===== src/ppp_defs.svh =====
// Purpose: constants of the parallel programming port
// Assumes: 10 MHz clock, all pins synchronous to it
// Notes:   field codes, signature bytes, reset values, timing counts and request widths
`ifndef PPP_DEFS_SVH
`define PPP_DEFS_SVH

// ****************************************************************
// Action select codes
// ****************************************************************
`define PPP_ACT_ADDR      2'h0
`define PPP_ACT_DATA      2'h1
`define PPP_ACT_CMD       2'h2

// ****************************************************************
// Command codes
// ****************************************************************
`define PPP_CMD_READ_FLASH 8'h02
`define PPP_CMD_READ_SIG   8'h08
`define PPP_CMD_RESET      8'h00

// ****************************************************************
// Signature window and default bytes (values arbitrary)
// ****************************************************************
`define PPP_SIG_LAST      8'h02
`define PPP_SIG_BYTE0     8'h5A
`define PPP_SIG_BYTE1     8'h3C
`define PPP_SIG_BYTE2     8'h11

// ****************************************************************
// Timing
// ****************************************************************
`define PPP_CLK_MHZ       10
`define PPP_T_PROG_US     700
`define PPP_PROG_CYCLES   (`PPP_T_PROG_US * `PPP_CLK_MHZ)
`define PPP_CNT_W         16

// ****************************************************************
// Program request layout
// ****************************************************************
`define PPP_ADDR_W        9
`define PPP_REQ_W         26

`endif


===== src/ppp_pkg.sv =====
// Purpose: types shared by the programming port modules
// Assumes: widths from ppp_defs.svh
// Notes:   state records are registered whole
`include "ppp_defs.svh"

package ppp_pkg;

  typedef enum logic [1:0] {PPP_IDLE, PPP_PROG, PPP_DRAIN} ppp_state_t;

  typedef struct packed {
    logic [7:0]           cmd;
    logic [7:0]           addr_hi;
    logic [7:0]           addr_lo;
    logic [7:0]           data_lo;
    logic [7:0]           data_hi;
    logic [`PPP_CNT_W-1:0] cnt;
    ppp_state_t           state;
    logic                 ls_q;
    logic                 wr_q;
    logic [7:0]           dout;
    logic                 doe;
  } ppp_core_t;

  typedef struct packed {
    logic [`PPP_REQ_W-1:0] e0;
    logic [`PPP_REQ_W-1:0] e1;
    logic [1:0]            cnt;
  } ppp_buf_st_t;

endpackage


===== src/ppp_buf.sv =====
// Purpose: two-entry buffer for program requests
// Assumes: single clock, valid/ready on both sides
// Notes:   e0 is always the head entry
`timescale 1ns/100ps
`include "ppp_defs.svh"

module ppp_buf
(
  input  wire logic                  clk_i,
  input  wire logic                  arst_n_i,
  input  wire logic                  in_valid_i,
  output logic                       in_ready_o,
  input  wire logic [`PPP_REQ_W-1:0] in_data_i,
  output logic                       out_valid_o,
  input  wire logic                  out_ready_i,
  output logic [`PPP_REQ_W-1:0]      out_data_o
);

  ppp_pkg::ppp_buf_st_t st;
  ppp_pkg::ppp_buf_st_t next_st;
  logic                 push;
  logic                 pop;

  assign in_ready_o  = (st.cnt != 2'h2);
  assign out_valid_o = (st.cnt != 2'h0);
  assign out_data_o  = st.e0;
  assign push        = in_valid_i && in_ready_o;
  assign pop         = out_valid_o && out_ready_i;

  always_comb
  begin
    next_st = st;
    if (pop)
    begin
      next_st.e0 = st.e1;
    end
    if (push)
    begin
      if (st.cnt == 2'h0 || (st.cnt == 2'h1 && pop))
      begin
        next_st.e0 = in_data_i;
      end
      else
      begin
        next_st.e1 = in_data_i;
      end
    end
    next_st.cnt = st.cnt + {1'b0, push} - {1'b0, pop};
  end

  always_ff @(posedge clk_i or negedge arst_n_i)
  begin
    if (!arst_n_i)
    begin
      st <= '0;
    end
    else
    begin
      st <= next_st;
    end
  end

  property p_no_overflow;
    @(posedge clk_i) disable iff (!arst_n_i)
    st.cnt <= 2'h2;
  endproperty
  a_no_overflow : assert property (p_no_overflow)
    else $error("buffer count out of range");

endmodule


===== src/ppp_core.sv =====
// Purpose: device side of the parallel programming port
// Assumes: all pins synchronous to clk_i; flash array answers rd_data_i
//          combinationally for rd_addr_o
// Notes:   program requests leave through a two-entry buffer
`timescale 1ns/100ps
`include "ppp_defs.svh"

module ppp_core
#(
  parameter logic [`PPP_CNT_W-1:0] PROG_CYCLES = `PPP_CNT_W'(`PPP_PROG_CYCLES),
  parameter logic [7:0]            SIG_BYTE0   = `PPP_SIG_BYTE0,  // Arbitrary value
  parameter logic [7:0]            SIG_BYTE1   = `PPP_SIG_BYTE1,  // Arbitrary value
  parameter logic [7:0]            SIG_BYTE2   = `PPP_SIG_BYTE2   // Arbitrary value
)
(
  input  wire logic                  clk_i,
  input  wire logic                  arst_n_i,
  input  wire logic                  action_select_hi_i,
  input  wire logic                  action_select_lo_i,
  input  wire logic                  byte_select_i,
  input  wire logic                  load_strobe_i,
  input  wire logic                  write_strobe_n_i,
  input  wire logic                  output_enable_n_i,
  input  wire logic [7:0]            data_i,
  output logic [7:0]                 data_o,
  output logic                       data_oe_o,
  output logic                       ready_busy_o,
  output logic [`PPP_ADDR_W-1:0]     rd_addr_o,
  input  wire logic [15:0]           rd_data_i,
  output logic                       pg_valid_o,
  input  wire logic                  pg_ready_i,
  output logic [`PPP_REQ_W-1:0]      pg_req_o
);

  // ****************************************************************
  // State and strobe edges
  // ****************************************************************
  ppp_pkg::ppp_core_t st;
  ppp_pkg::ppp_core_t next_st;
  logic [1:0]         act;
  logic               ls_rise;
  logic               wr_fall;
  logic               idle;
  logic               start;
  logic               buf_in_ready;
  logic               reading;
  logic [7:0]         sig_byte;

  assign act     = {action_select_hi_i, action_select_lo_i};
  assign ls_rise = load_strobe_i && !st.ls_q;
  assign wr_fall = st.wr_q && !write_strobe_n_i;
  assign idle    = (st.state == ppp_pkg::PPP_IDLE);
  // Buffer room is checked too so a stalled sink never drops a request
  assign start   = wr_fall && idle && buf_in_ready;

  assign ready_busy_o = idle;
  assign data_o       = st.dout;
  assign data_oe_o    = st.doe;
  assign rd_addr_o    = {st.addr_hi[0], st.addr_lo};
  assign reading      = (st.cmd == `PPP_CMD_READ_FLASH) || (st.cmd == `PPP_CMD_READ_SIG);

  always_comb
  begin
    unique case (st.addr_lo)
      8'h00: sig_byte = SIG_BYTE0;
      8'h01: sig_byte = SIG_BYTE1;
      8'h02: sig_byte = SIG_BYTE2;
      default: sig_byte = 8'hFF;
    endcase
  end

  // ****************************************************************
  // Next state
  // ****************************************************************
  always_comb
  begin
    next_st      = st;
    next_st.ls_q = load_strobe_i;
    next_st.wr_q = write_strobe_n_i;

    // Loads are frozen while a byte programs
    if (ls_rise && idle)
    begin
      unique case (act)
        `PPP_ACT_CMD:  next_st.cmd = data_i;
        `PPP_ACT_ADDR:
        begin
          if (byte_select_i)
          begin
            next_st.addr_hi = data_i;
          end
          else
          begin
            next_st.addr_lo = data_i;
          end
        end
        `PPP_ACT_DATA:
        begin
          if (byte_select_i)
          begin
            next_st.data_hi = data_i;
          end
          else
          begin
            next_st.data_lo = data_i;
          end
        end
        default: next_st.cmd = st.cmd;
      endcase
    end

    unique case (st.state)
      ppp_pkg::PPP_IDLE:
      begin
        if (start)
        begin
          next_st.state = ppp_pkg::PPP_PROG;
          next_st.cnt   = PROG_CYCLES - `PPP_CNT_W'(1);
        end
      end
      ppp_pkg::PPP_PROG:
      begin
        if (st.cnt == '0)
        begin
          next_st.state = buf_in_ready ? ppp_pkg::PPP_IDLE : ppp_pkg::PPP_DRAIN;
        end
        else
        begin
          next_st.cnt = st.cnt - `PPP_CNT_W'(1);
        end
      end
      ppp_pkg::PPP_DRAIN:
      begin
        if (buf_in_ready)
        begin
          next_st.state = ppp_pkg::PPP_IDLE;
        end
      end
    endcase

    // Read path; only read commands may drive the bus
    next_st.doe = !output_enable_n_i && reading;
    if (st.cmd == `PPP_CMD_READ_SIG)
    begin
      next_st.dout = sig_byte;
    end
    else
    begin
      next_st.dout = byte_select_i ? rd_data_i[15:8] : rd_data_i[7:0];
    end
  end

  always_ff @(posedge clk_i or negedge arst_n_i)
  begin
    if (!arst_n_i)
    begin
      st       <= '0;
      st.cmd   <= `PPP_CMD_RESET;
      st.state <= ppp_pkg::PPP_IDLE;
      st.ls_q  <= 1'b0;
      st.wr_q  <= 1'b1;
    end
    else
    begin
      st <= next_st;
    end
  end

  // ****************************************************************
  // Program request buffer
  // ****************************************************************
  ppp_buf u_buf
  (
    .clk_i       (clk_i),
    .arst_n_i    (arst_n_i),
    .in_valid_i  (start),
    .in_ready_o  (buf_in_ready),
    .in_data_i   ({st.cmd, rd_addr_o, byte_select_i,
                   byte_select_i ? st.data_hi : st.data_lo}),
    .out_valid_o (pg_valid_o),
    .out_ready_i (pg_ready_i),
    .out_data_o  (pg_req_o)
  );

  // ****************************************************************
  // Assertions
  // ****************************************************************
  logic [`PPP_CNT_W-1:0] busy_len;

  always_ff @(posedge clk_i or negedge arst_n_i)
  begin
    if (!arst_n_i)
    begin
      busy_len <= '0;
    end
    else if (ready_busy_o)
    begin
      busy_len <= '0;
    end
    else
    begin
      busy_len <= busy_len + `PPP_CNT_W'(1);
    end
  end

  property p_cmd_load;
    @(posedge clk_i) disable iff (!arst_n_i)
    (ls_rise && idle && act == `PPP_ACT_CMD) |=> (st.cmd == $past(data_i));
  endproperty
  a_cmd_load : assert property (p_cmd_load)
    else $error("command not latched");

  property p_addr_hi;
    @(posedge clk_i) disable iff (!arst_n_i)
    (ls_rise && idle && act == `PPP_ACT_ADDR && byte_select_i)
      |=> (st.addr_hi == $past(data_i)) && $stable(st.addr_lo);
  endproperty
  a_addr_hi : assert property (p_addr_hi)
    else $error("address high byte not latched");

  property p_addr_lo;
    @(posedge clk_i) disable iff (!arst_n_i)
    (ls_rise && idle && act == `PPP_ACT_ADDR && !byte_select_i)
      |=> (st.addr_lo == $past(data_i)) && $stable(st.addr_hi);
  endproperty
  a_addr_lo : assert property (p_addr_lo)
    else $error("address low byte not latched");

  property p_data_lo;
    @(posedge clk_i) disable iff (!arst_n_i)
    (ls_rise && idle && act == `PPP_ACT_DATA && !byte_select_i)
      |=> (st.data_lo == $past(data_i));
  endproperty
  a_data_lo : assert property (p_data_lo)
    else $error("data low byte not latched");

  property p_data_hi;
    @(posedge clk_i) disable iff (!arst_n_i)
    (ls_rise && idle && act == `PPP_ACT_DATA && byte_select_i)
      |=> (st.data_hi == $past(data_i));
  endproperty
  a_data_hi : assert property (p_data_hi)
    else $error("data high byte not latched");

  property p_wr_lo;
    @(posedge clk_i) disable iff (!arst_n_i)
    (wr_fall && ready_busy_o && buf_in_ready && !byte_select_i)
      |=> !ready_busy_o ##0 (pg_valid_o);
  endproperty
  a_wr_lo : assert property (p_wr_lo)
    else $error("low byte write did not start");

  property p_wr_hi;
    @(posedge clk_i) disable iff (!arst_n_i)
    (wr_fall && ready_busy_o && buf_in_ready && byte_select_i) |=> !ready_busy_o [*3];
  endproperty
  a_wr_hi : assert property (p_wr_hi)
    else $error("high byte write did not go busy");

  property p_hold_busy;
    @(posedge clk_i) disable iff (!arst_n_i)
    (!ready_busy_o && !$past(ready_busy_o)) |-> $stable(st.cmd) && $stable(rd_addr_o);
  endproperty
  a_hold_busy : assert property (p_hold_busy)
    else $error("command or address changed while busy");

  property p_read_lo;
    @(posedge clk_i) disable iff (!arst_n_i)
    (!output_enable_n_i && !byte_select_i && st.cmd == `PPP_CMD_READ_FLASH)
      |=> data_oe_o && (data_o == $past(rd_data_i[7:0]));
  endproperty
  a_read_lo : assert property (p_read_lo)
    else $error("flash low byte not driven");

  property p_read_hi;
    @(posedge clk_i) disable iff (!arst_n_i)
    (!output_enable_n_i && byte_select_i && st.cmd == `PPP_CMD_READ_FLASH)
      |=> data_oe_o && (data_o == $past(rd_data_i[15:8]));
  endproperty
  a_read_hi : assert property (p_read_hi)
    else $error("flash high byte not driven");

  property p_sig;
    @(posedge clk_i) disable iff (!arst_n_i)
    (!output_enable_n_i && st.cmd == `PPP_CMD_READ_SIG && st.addr_lo == 8'h01)
      |=> data_oe_o && (data_o == SIG_BYTE1);
  endproperty
  a_sig : assert property (p_sig)
    else $error("signature byte not driven");

  property p_release;
    @(posedge clk_i) disable iff (!arst_n_i)
    output_enable_n_i |=> !data_oe_o;
  endproperty
  a_release : assert property (p_release)
    else $error("bus not released");

  property p_busy_len;
    @(posedge clk_i) disable iff (!arst_n_i)
    $rose(ready_busy_o) |-> (busy_len >= PROG_CYCLES);
  endproperty
  a_busy_len : assert property (p_busy_len)
    else $error("busy time too short");

  // A late strobe must neither restart nor stall the program count
  property p_ignore_wr;
    @(posedge clk_i) disable iff (!arst_n_i)
    (wr_fall && st.state == ppp_pkg::PPP_PROG && st.cnt != '0)
      |=> (st.state == ppp_pkg::PPP_PROG) && (st.cnt == $past(st.cnt) - `PPP_CNT_W'(1));
  endproperty
  a_ignore_wr : assert property (p_ignore_wr)
    else $error("write accepted while busy");

  c_program   : cover property (@(posedge clk_i) disable iff (!arst_n_i)
    start ##1 !ready_busy_o [*8]);
  c_read      : cover property (@(posedge clk_i) disable iff (!arst_n_i)
    data_oe_o && st.cmd == `PPP_CMD_READ_FLASH);
  c_drain     : cover property (@(posedge clk_i) disable iff (!arst_n_i)
    st.state == ppp_pkg::PPP_DRAIN);
  c_sig_read  : cover property (@(posedge clk_i) disable iff (!arst_n_i)
    data_oe_o && st.cmd == `PPP_CMD_READ_SIG);

endmodule


===== config.mk =====
export PLATFORM = sky130hd
export DESIGN_NAME = ppp_core
export DESIGN_NICKNAME = d
export VERILOG_FILES = /design/src/ppp_pkg.sv /design/src/ppp_buf.sv /design/src/ppp_core.sv
export VERILOG_INCLUDE_DIRS = /design/src
export SDC_FILE = /design/constraint.sdc
export NUM_CORES = 1
export LEC_CHECK = 0
export BUFFER_PORTS_ARGS = -buffer_cell sky130_fd_sc_hd__buf_2
export CAP_MARGIN = 30
export CORE_MARGIN = 4
export CORE_UTILIZATION = 50
export DETAILED_ROUTE_END_ITERATION = 8
export PLACE_DENSITY = 0.71
export REMOVE_ABC_BUFFERS = 1
export SLEW_MARGIN = 0
export SYNTH_ARGS = -nofsm -noshare
export SYNTH_HDL_FRONTEND = slang
export SYNTH_HIERARCHICAL = 1
export SYNTH_SLANG_ARGS = --single-unit

===== constraint.sdc =====
create_clock -name clk_i -period 3.1 [get_ports clk_i]
set_clock_uncertainty 0.2 [all_clocks]
set_input_delay 0.62 -clock clk_i [delete_from_list [all_inputs] [get_ports clk_i]]
set_output_delay 0.62 -clock clk_i [all_outputs]
set_load 0.005 [all_outputs]

; After elaboration in Yosys (flattened, before gate mapping)
; Index checks and enable logic that the tools add are counted.
[op_classes]
add_sub_neg = 3
multipliers = 0
n_div = 0
magnitude_cmp = 0
eq_ne = 14
shifts = 0
muxes = 15
n_bitwise = 2
reduce_logical = 29
[op_table]
columns = op, count
row1 = $mux W26, 3
row2 = $mux W52, 1
row3 = $pmux W16 S2, 1
row4 = $mux W8, 3
row5 = $pmux W8 S3, 1
row6 = $mux W18, 1
row7 = $reduce_and A3 Y1, 6
row8 = $eq A8 B2 Y1 const B, 2
row9 = $logic_not A16 Y1, 1
row10 = $mux W16, 1
row11 = $sub A16 B1 Y16 const B, 1
row12 = $logic_and A1 B1 Y1, 9
row13 = $eq A8 B1 Y1 const B, 1
row14 = $eq A8 B4 Y1 const B, 1
row15 = $logic_not A8 Y1, 1
row16 = $ne A2 B2 Y1 const B, 4
row17 = $eq A2 B1 Y1 const B, 3
row18 = $logic_not A2 Y1, 3
row19 = $mux W2, 3
row20 = $pmux W2 S3, 1
row21 = $eq A2 B2 Y1 const B, 2
row22 = $reduce_and A2 Y1, 2
row23 = $reduce_bool A2 Y1, 2
row24 = $logic_not A1 Y1, 3
row25 = 5 further kinds, 7
[totals]
reg_bits = 116
latch_bits = 0
ramBits = 0
mem_bits_ro = 0
inputBits = 33
output_inout_bits = 46
word_cells = 77
mem_count = 0

; Longest topological paths before layout
[depth]
depth_word = 7
depth_mapped = 9
depth_no_buf = 8

; Hierarchy
; Netlist, hierarchy kept.
[modules_own_cells]
columns = mod, n_inst, cells_per_inst, area_each_um2, seq_area_each_um2
row1 = ppp_core, 1, 260, 3074.2, 1552.7
row2 = ppp_buf, 1, 179, 2591.2, 1351.3

; Worst setup path after synthesis
; OpenSTA, ideal clock, no wires.
[synth_path]
path_kind = reg-to-reg
startpoint = register, netlist name st[12]
endpoint = register u_buf/st[10] (netlist bit)
setup_time_ns = 0.125
arrival_ns = 2.004
t_required_ns = 2.775
path_slack_ns = 0.771
path_stages_with_launch = 10
path_buffers = 2
synth_period_minus_slack_ns = 2.329
path_cell_list = dfrtp_1 -> inv_1 -> ha_1 -> clkbuf_1 -> nand4b_1 -> inv_1 -> nand2_1 -> a21oi_2 -> buf_4 -> mux2_2
[synth_rtl]
columns = element, line
row1 = end signal: assignment, ppp_buf.sv:59  ; st <= next_st;
row2 = end: declaration, ppp_buf.sv:19  ; ppp_pkg::ppp_buf_st_t st;

==> flow_metrics.py <==
metrics = {
    "clock_tree": {
        "post_cts_buffers": 0,
        "clk_pin_slew_ns": 0.05,
        "post_cts_resize_count": 0,
        "cts_made_buffers": 17,
        "cts_htree_levels": 4,
        "cts_tree": "done",
        "cts_num_sinks": 116,
        "hold_buffers": 0,
        "insertion_delay_ns": 0.41,
        "cts-root-buf": "clkbuf_16",
        "cts_max_path_buffers": 2,
    },
    "cells_and_area": {
        "nets": 527,
        "register_area_um2": 2904,
        "fin_util_pct": 59.30,
        "syn_to_final_growth_pct": 14.95,
        "n_fill_cell": 904,
        "drive_gt1_share_pct": 49.70,
        "multi_input_area_um2": 2317,
        "diodes": 0,
        "final_area_um2": 6513,
    },
    "placed_design": {
        "dp_hpwl_um": 7630,
        "gp_congestion": 0.8012,
        "pre_cts_ws_ns": 0.7125,
        "place_area_um2": 5911,
        "port_buffers": 78,
    },
    "synthesis": {
        "netlist_top_cells_count": "119 x mux2_2, 115 x dfrtp_1, 47 x buf_4",
        "ys_types": 54,
        "seq_area_frac_synth_pct": 51.26,
        "synth_top_area_share_pct": 50.80,
        "synth_adder_area_share_pct": 1.104,
        "yosysMostFrequentCell": "mux2_2",
        "synth.area.mux_share_pct": 25.97,
        "synth-edff-count": 0,
        "synth_largest_area_cell": "dfrtp_1",
        "synth_xor_area_share_pct": 0.6184,
        "synth-seq-cells": 116,
        "syn-mean-instance-area_um2": 12.91,
        "syn_inst": 439,
        "async_flop_share_pct": 100.0,
        "synth-simple-area-share_pct": 8.127,
        "yosysWarnings": 6,
        "synth_top_family_by_area": "multiplexers",
        "synth-compound-area-share_pct": 5.080,
        "ys.flop_type": "dfrtp_1",
        "synth_area_leaders": "dfrtp_1 51%, mux2_2 24%, buf_4 6.2%, mux2i_1 2.1%, o31ai_1 1.2%",
        "syn_area_um2": 5665,
    },
    "die": {
        "initial_core_util_pct": 51.58,
        "die_x_um": 114.4,
        "die_area_um2": 13100,
        "rows": 38,
        "die_h_um": 114.4,
        "coreArea_um2": 10980,
        "num_io_pins": 79,
    },
    "sta": {
        "tightest_slew_ns": 0.8016,
        "hold_viol_final": 0,
        "setup_viol": 0,
        "timing.final.crit_share_pct": 77.27,
        "relSlewSlack_pct": 46.56,
        "rsz0062_at_grt": "no",
        "max_freq_ghz": 0.4174,
        "period_minus_slack_ns": 2.396,
        "whs_ns": 0.08024,
        "setup_slack_ns": 0.7045,
        "finalSetupTns_ns": 0,
        "final_max_slew_viol_count": 0,
    },
    "power_and_ir_drop": {
        "power_frac_seq_pct": 40.4,
        "clkPwrFrac_pct": 31.0,
        "ir_drop_mv": 0.4963,
        "switchingPower_uw": 1927,
        "powerDensity_nw_per_um2": 986.2,
        "p_sw_share_pct": 30.01,
        "leakage_uw": 0.003097,
        "power_frac_comb_pct": 28.6,
        "p_int_uw": 4495,
    },
    "global_route": {
        "grt_usage_pct": 18.89,
        "overflow": 0,
        "grt_pass1_wl_um": 18890,
        "grt_pass1_vias": 3741,
        "antenna_found_initial": 0,
        "grt_start_max_net_pins": 62,
    },
    "detailed_routing": {
        "drt_iter0_markers": 201,
        "wl_per_cell_um": 17.74,
        "drt-total-wl_um": 11370,
        "drtAntennaViolNets": 0,
        "vias_per_cell": 5.552,
        "vias": 3559,
        "drtPass1Iterations": 4,
        "drc": 0,
    },
    "worst_setup_path": {
        "path_buf_inv": 3,
        "slowest_stage": "mux2_2",
        "path_max_fanout": 26,
        "slowest_delay_ns": 0.39,
        "cp-start-kind": "register",
        "path_cells": "inv_1 > ha_1 > nand4b_1 > inv_1 > nand2_1 > a21oi_2 > buf_4 > mux2_2",
        "r2r_setup_slack_ns": 0.70,
        "required_ns": 3.20,
        "cpMostUsedCell": "inv_1",
        "worstPathArrival_ns": 2.49,
        "path_class": "reg2reg",
        "cp-end-kind": "register",
        "cpLargestDelayFamily": "buffers and inverters",
    },
    "outcome": {
        "status": "complete, no violations",
    },
    "flow_run": {
        "drv_cap": 0,
    },
    "worst_hold_path": {
        "hp-class": "in2async",
    },
}
==> per-stage QoR <==
step | instances | power, uW
4_1_cts | 641 | 6497
3_5_place_dp | 610 | 4482
2_1_floorplan | 382 | 3786
6_report | 641 | 6423
3_3_place_gp | 610 | 4360
5_1_grt | 641 | 6851
==> cell families after synthesis <==
kind of cell / count (synthesis)
AO/OA/AOI/OAI: 41
multiplexers: 132
adder cells (fa/ha/maj): 5
XOR/XNOR: 4
flip-flops: 116
AND/OR/NAND/NOR: 75
buffers and inverters: 66
==> cell type report <==
type,count,area share (%)
sequential,116,44.59
clock inverter,9,1.960
clock buffer,22,7.281
timing repair buffer,88,7.378
inverter,9,0.5187
multi-input combinational,257,35.58
tap,140,2.690
==> worst reg2reg max path, cell delays in order (launching register included) <==
cell and delay [ns]:
dfrtp_1 0.38, inv_1 0.11, ha_1 0.31, nand4b_1 0.16, inv_1 0.16, nand2_1 0.09, a21oi_2 0.10, buf_4 0.37
mux2_2 0.41
==> worst paths after layout <==
path	from	to	cells past startpoint
min	arst_n_i	data_o[4]	1
min reg2reg	u_buf/st[11]	u_buf/st[11]	1
max in group asynchronous	arst_n_i	st[9]	2
max	st[11]	u_buf/st[17]	8
max reg2reg	st[11]	u_buf/st[17]	8
min in group clk_i	write_strobe_n_i	st[9]	1
==> cells in the final DEF, fill, tap and decap left out, drive strengths merged, types with 3 or more instances in the layout <==
| cell type | n |
|---|---|
| nor4 | 10 |
| nand4b | 3 |
| o21ai | 5 |
| nor2 | 9 |
| ha | 5 |
| nand3 | 5 |
| clkinv | 3 |
| nor3 | 6 |
| buf | 88 |
| clkinvlp | 3 |
| mux2 | 120 |
| bufinv | 3 |
| nand3b | 3 |
| o31ai | 9 |
| or3 | 3 |
| dfrtp | 115 |
| nand2 | 13 |
| or4 | 8 |
| a21oi | 11 |
| clkbuf | 22 |
| inv | 9 |
| mux2i | 12 |
| nand2b | 3 |
==> per-layer routing <==
metal	share of wire, %	vias to the layer above	global-route usage (%)
li1	-	1673	-
met1	45	1800	24.59
met2	48	78	29.65
met3	5.7	8	6.871
met4	0.74	0	5.701
met5	0	-	0
==> state kept, by name, summed over array words and instances, names as in the netlist <==
register and flops:
u_buf/out_data_o 26, u_buf/st 28, rd_addr_o 9, data_o 8
data_oe_o 1, st 44
==> power by group through the flow <==
stage,clock [uW],combinational (uW),sequential [uW]
floorplan,0,1270,2520
global placement,0,1780,2580
detailed placement,0,1860,2620
CTS,2020,1870,2600
global route,2100,2060,2700
finish,1990,1840,2600
Note: power is estimated with default switching activity, not from simulation.
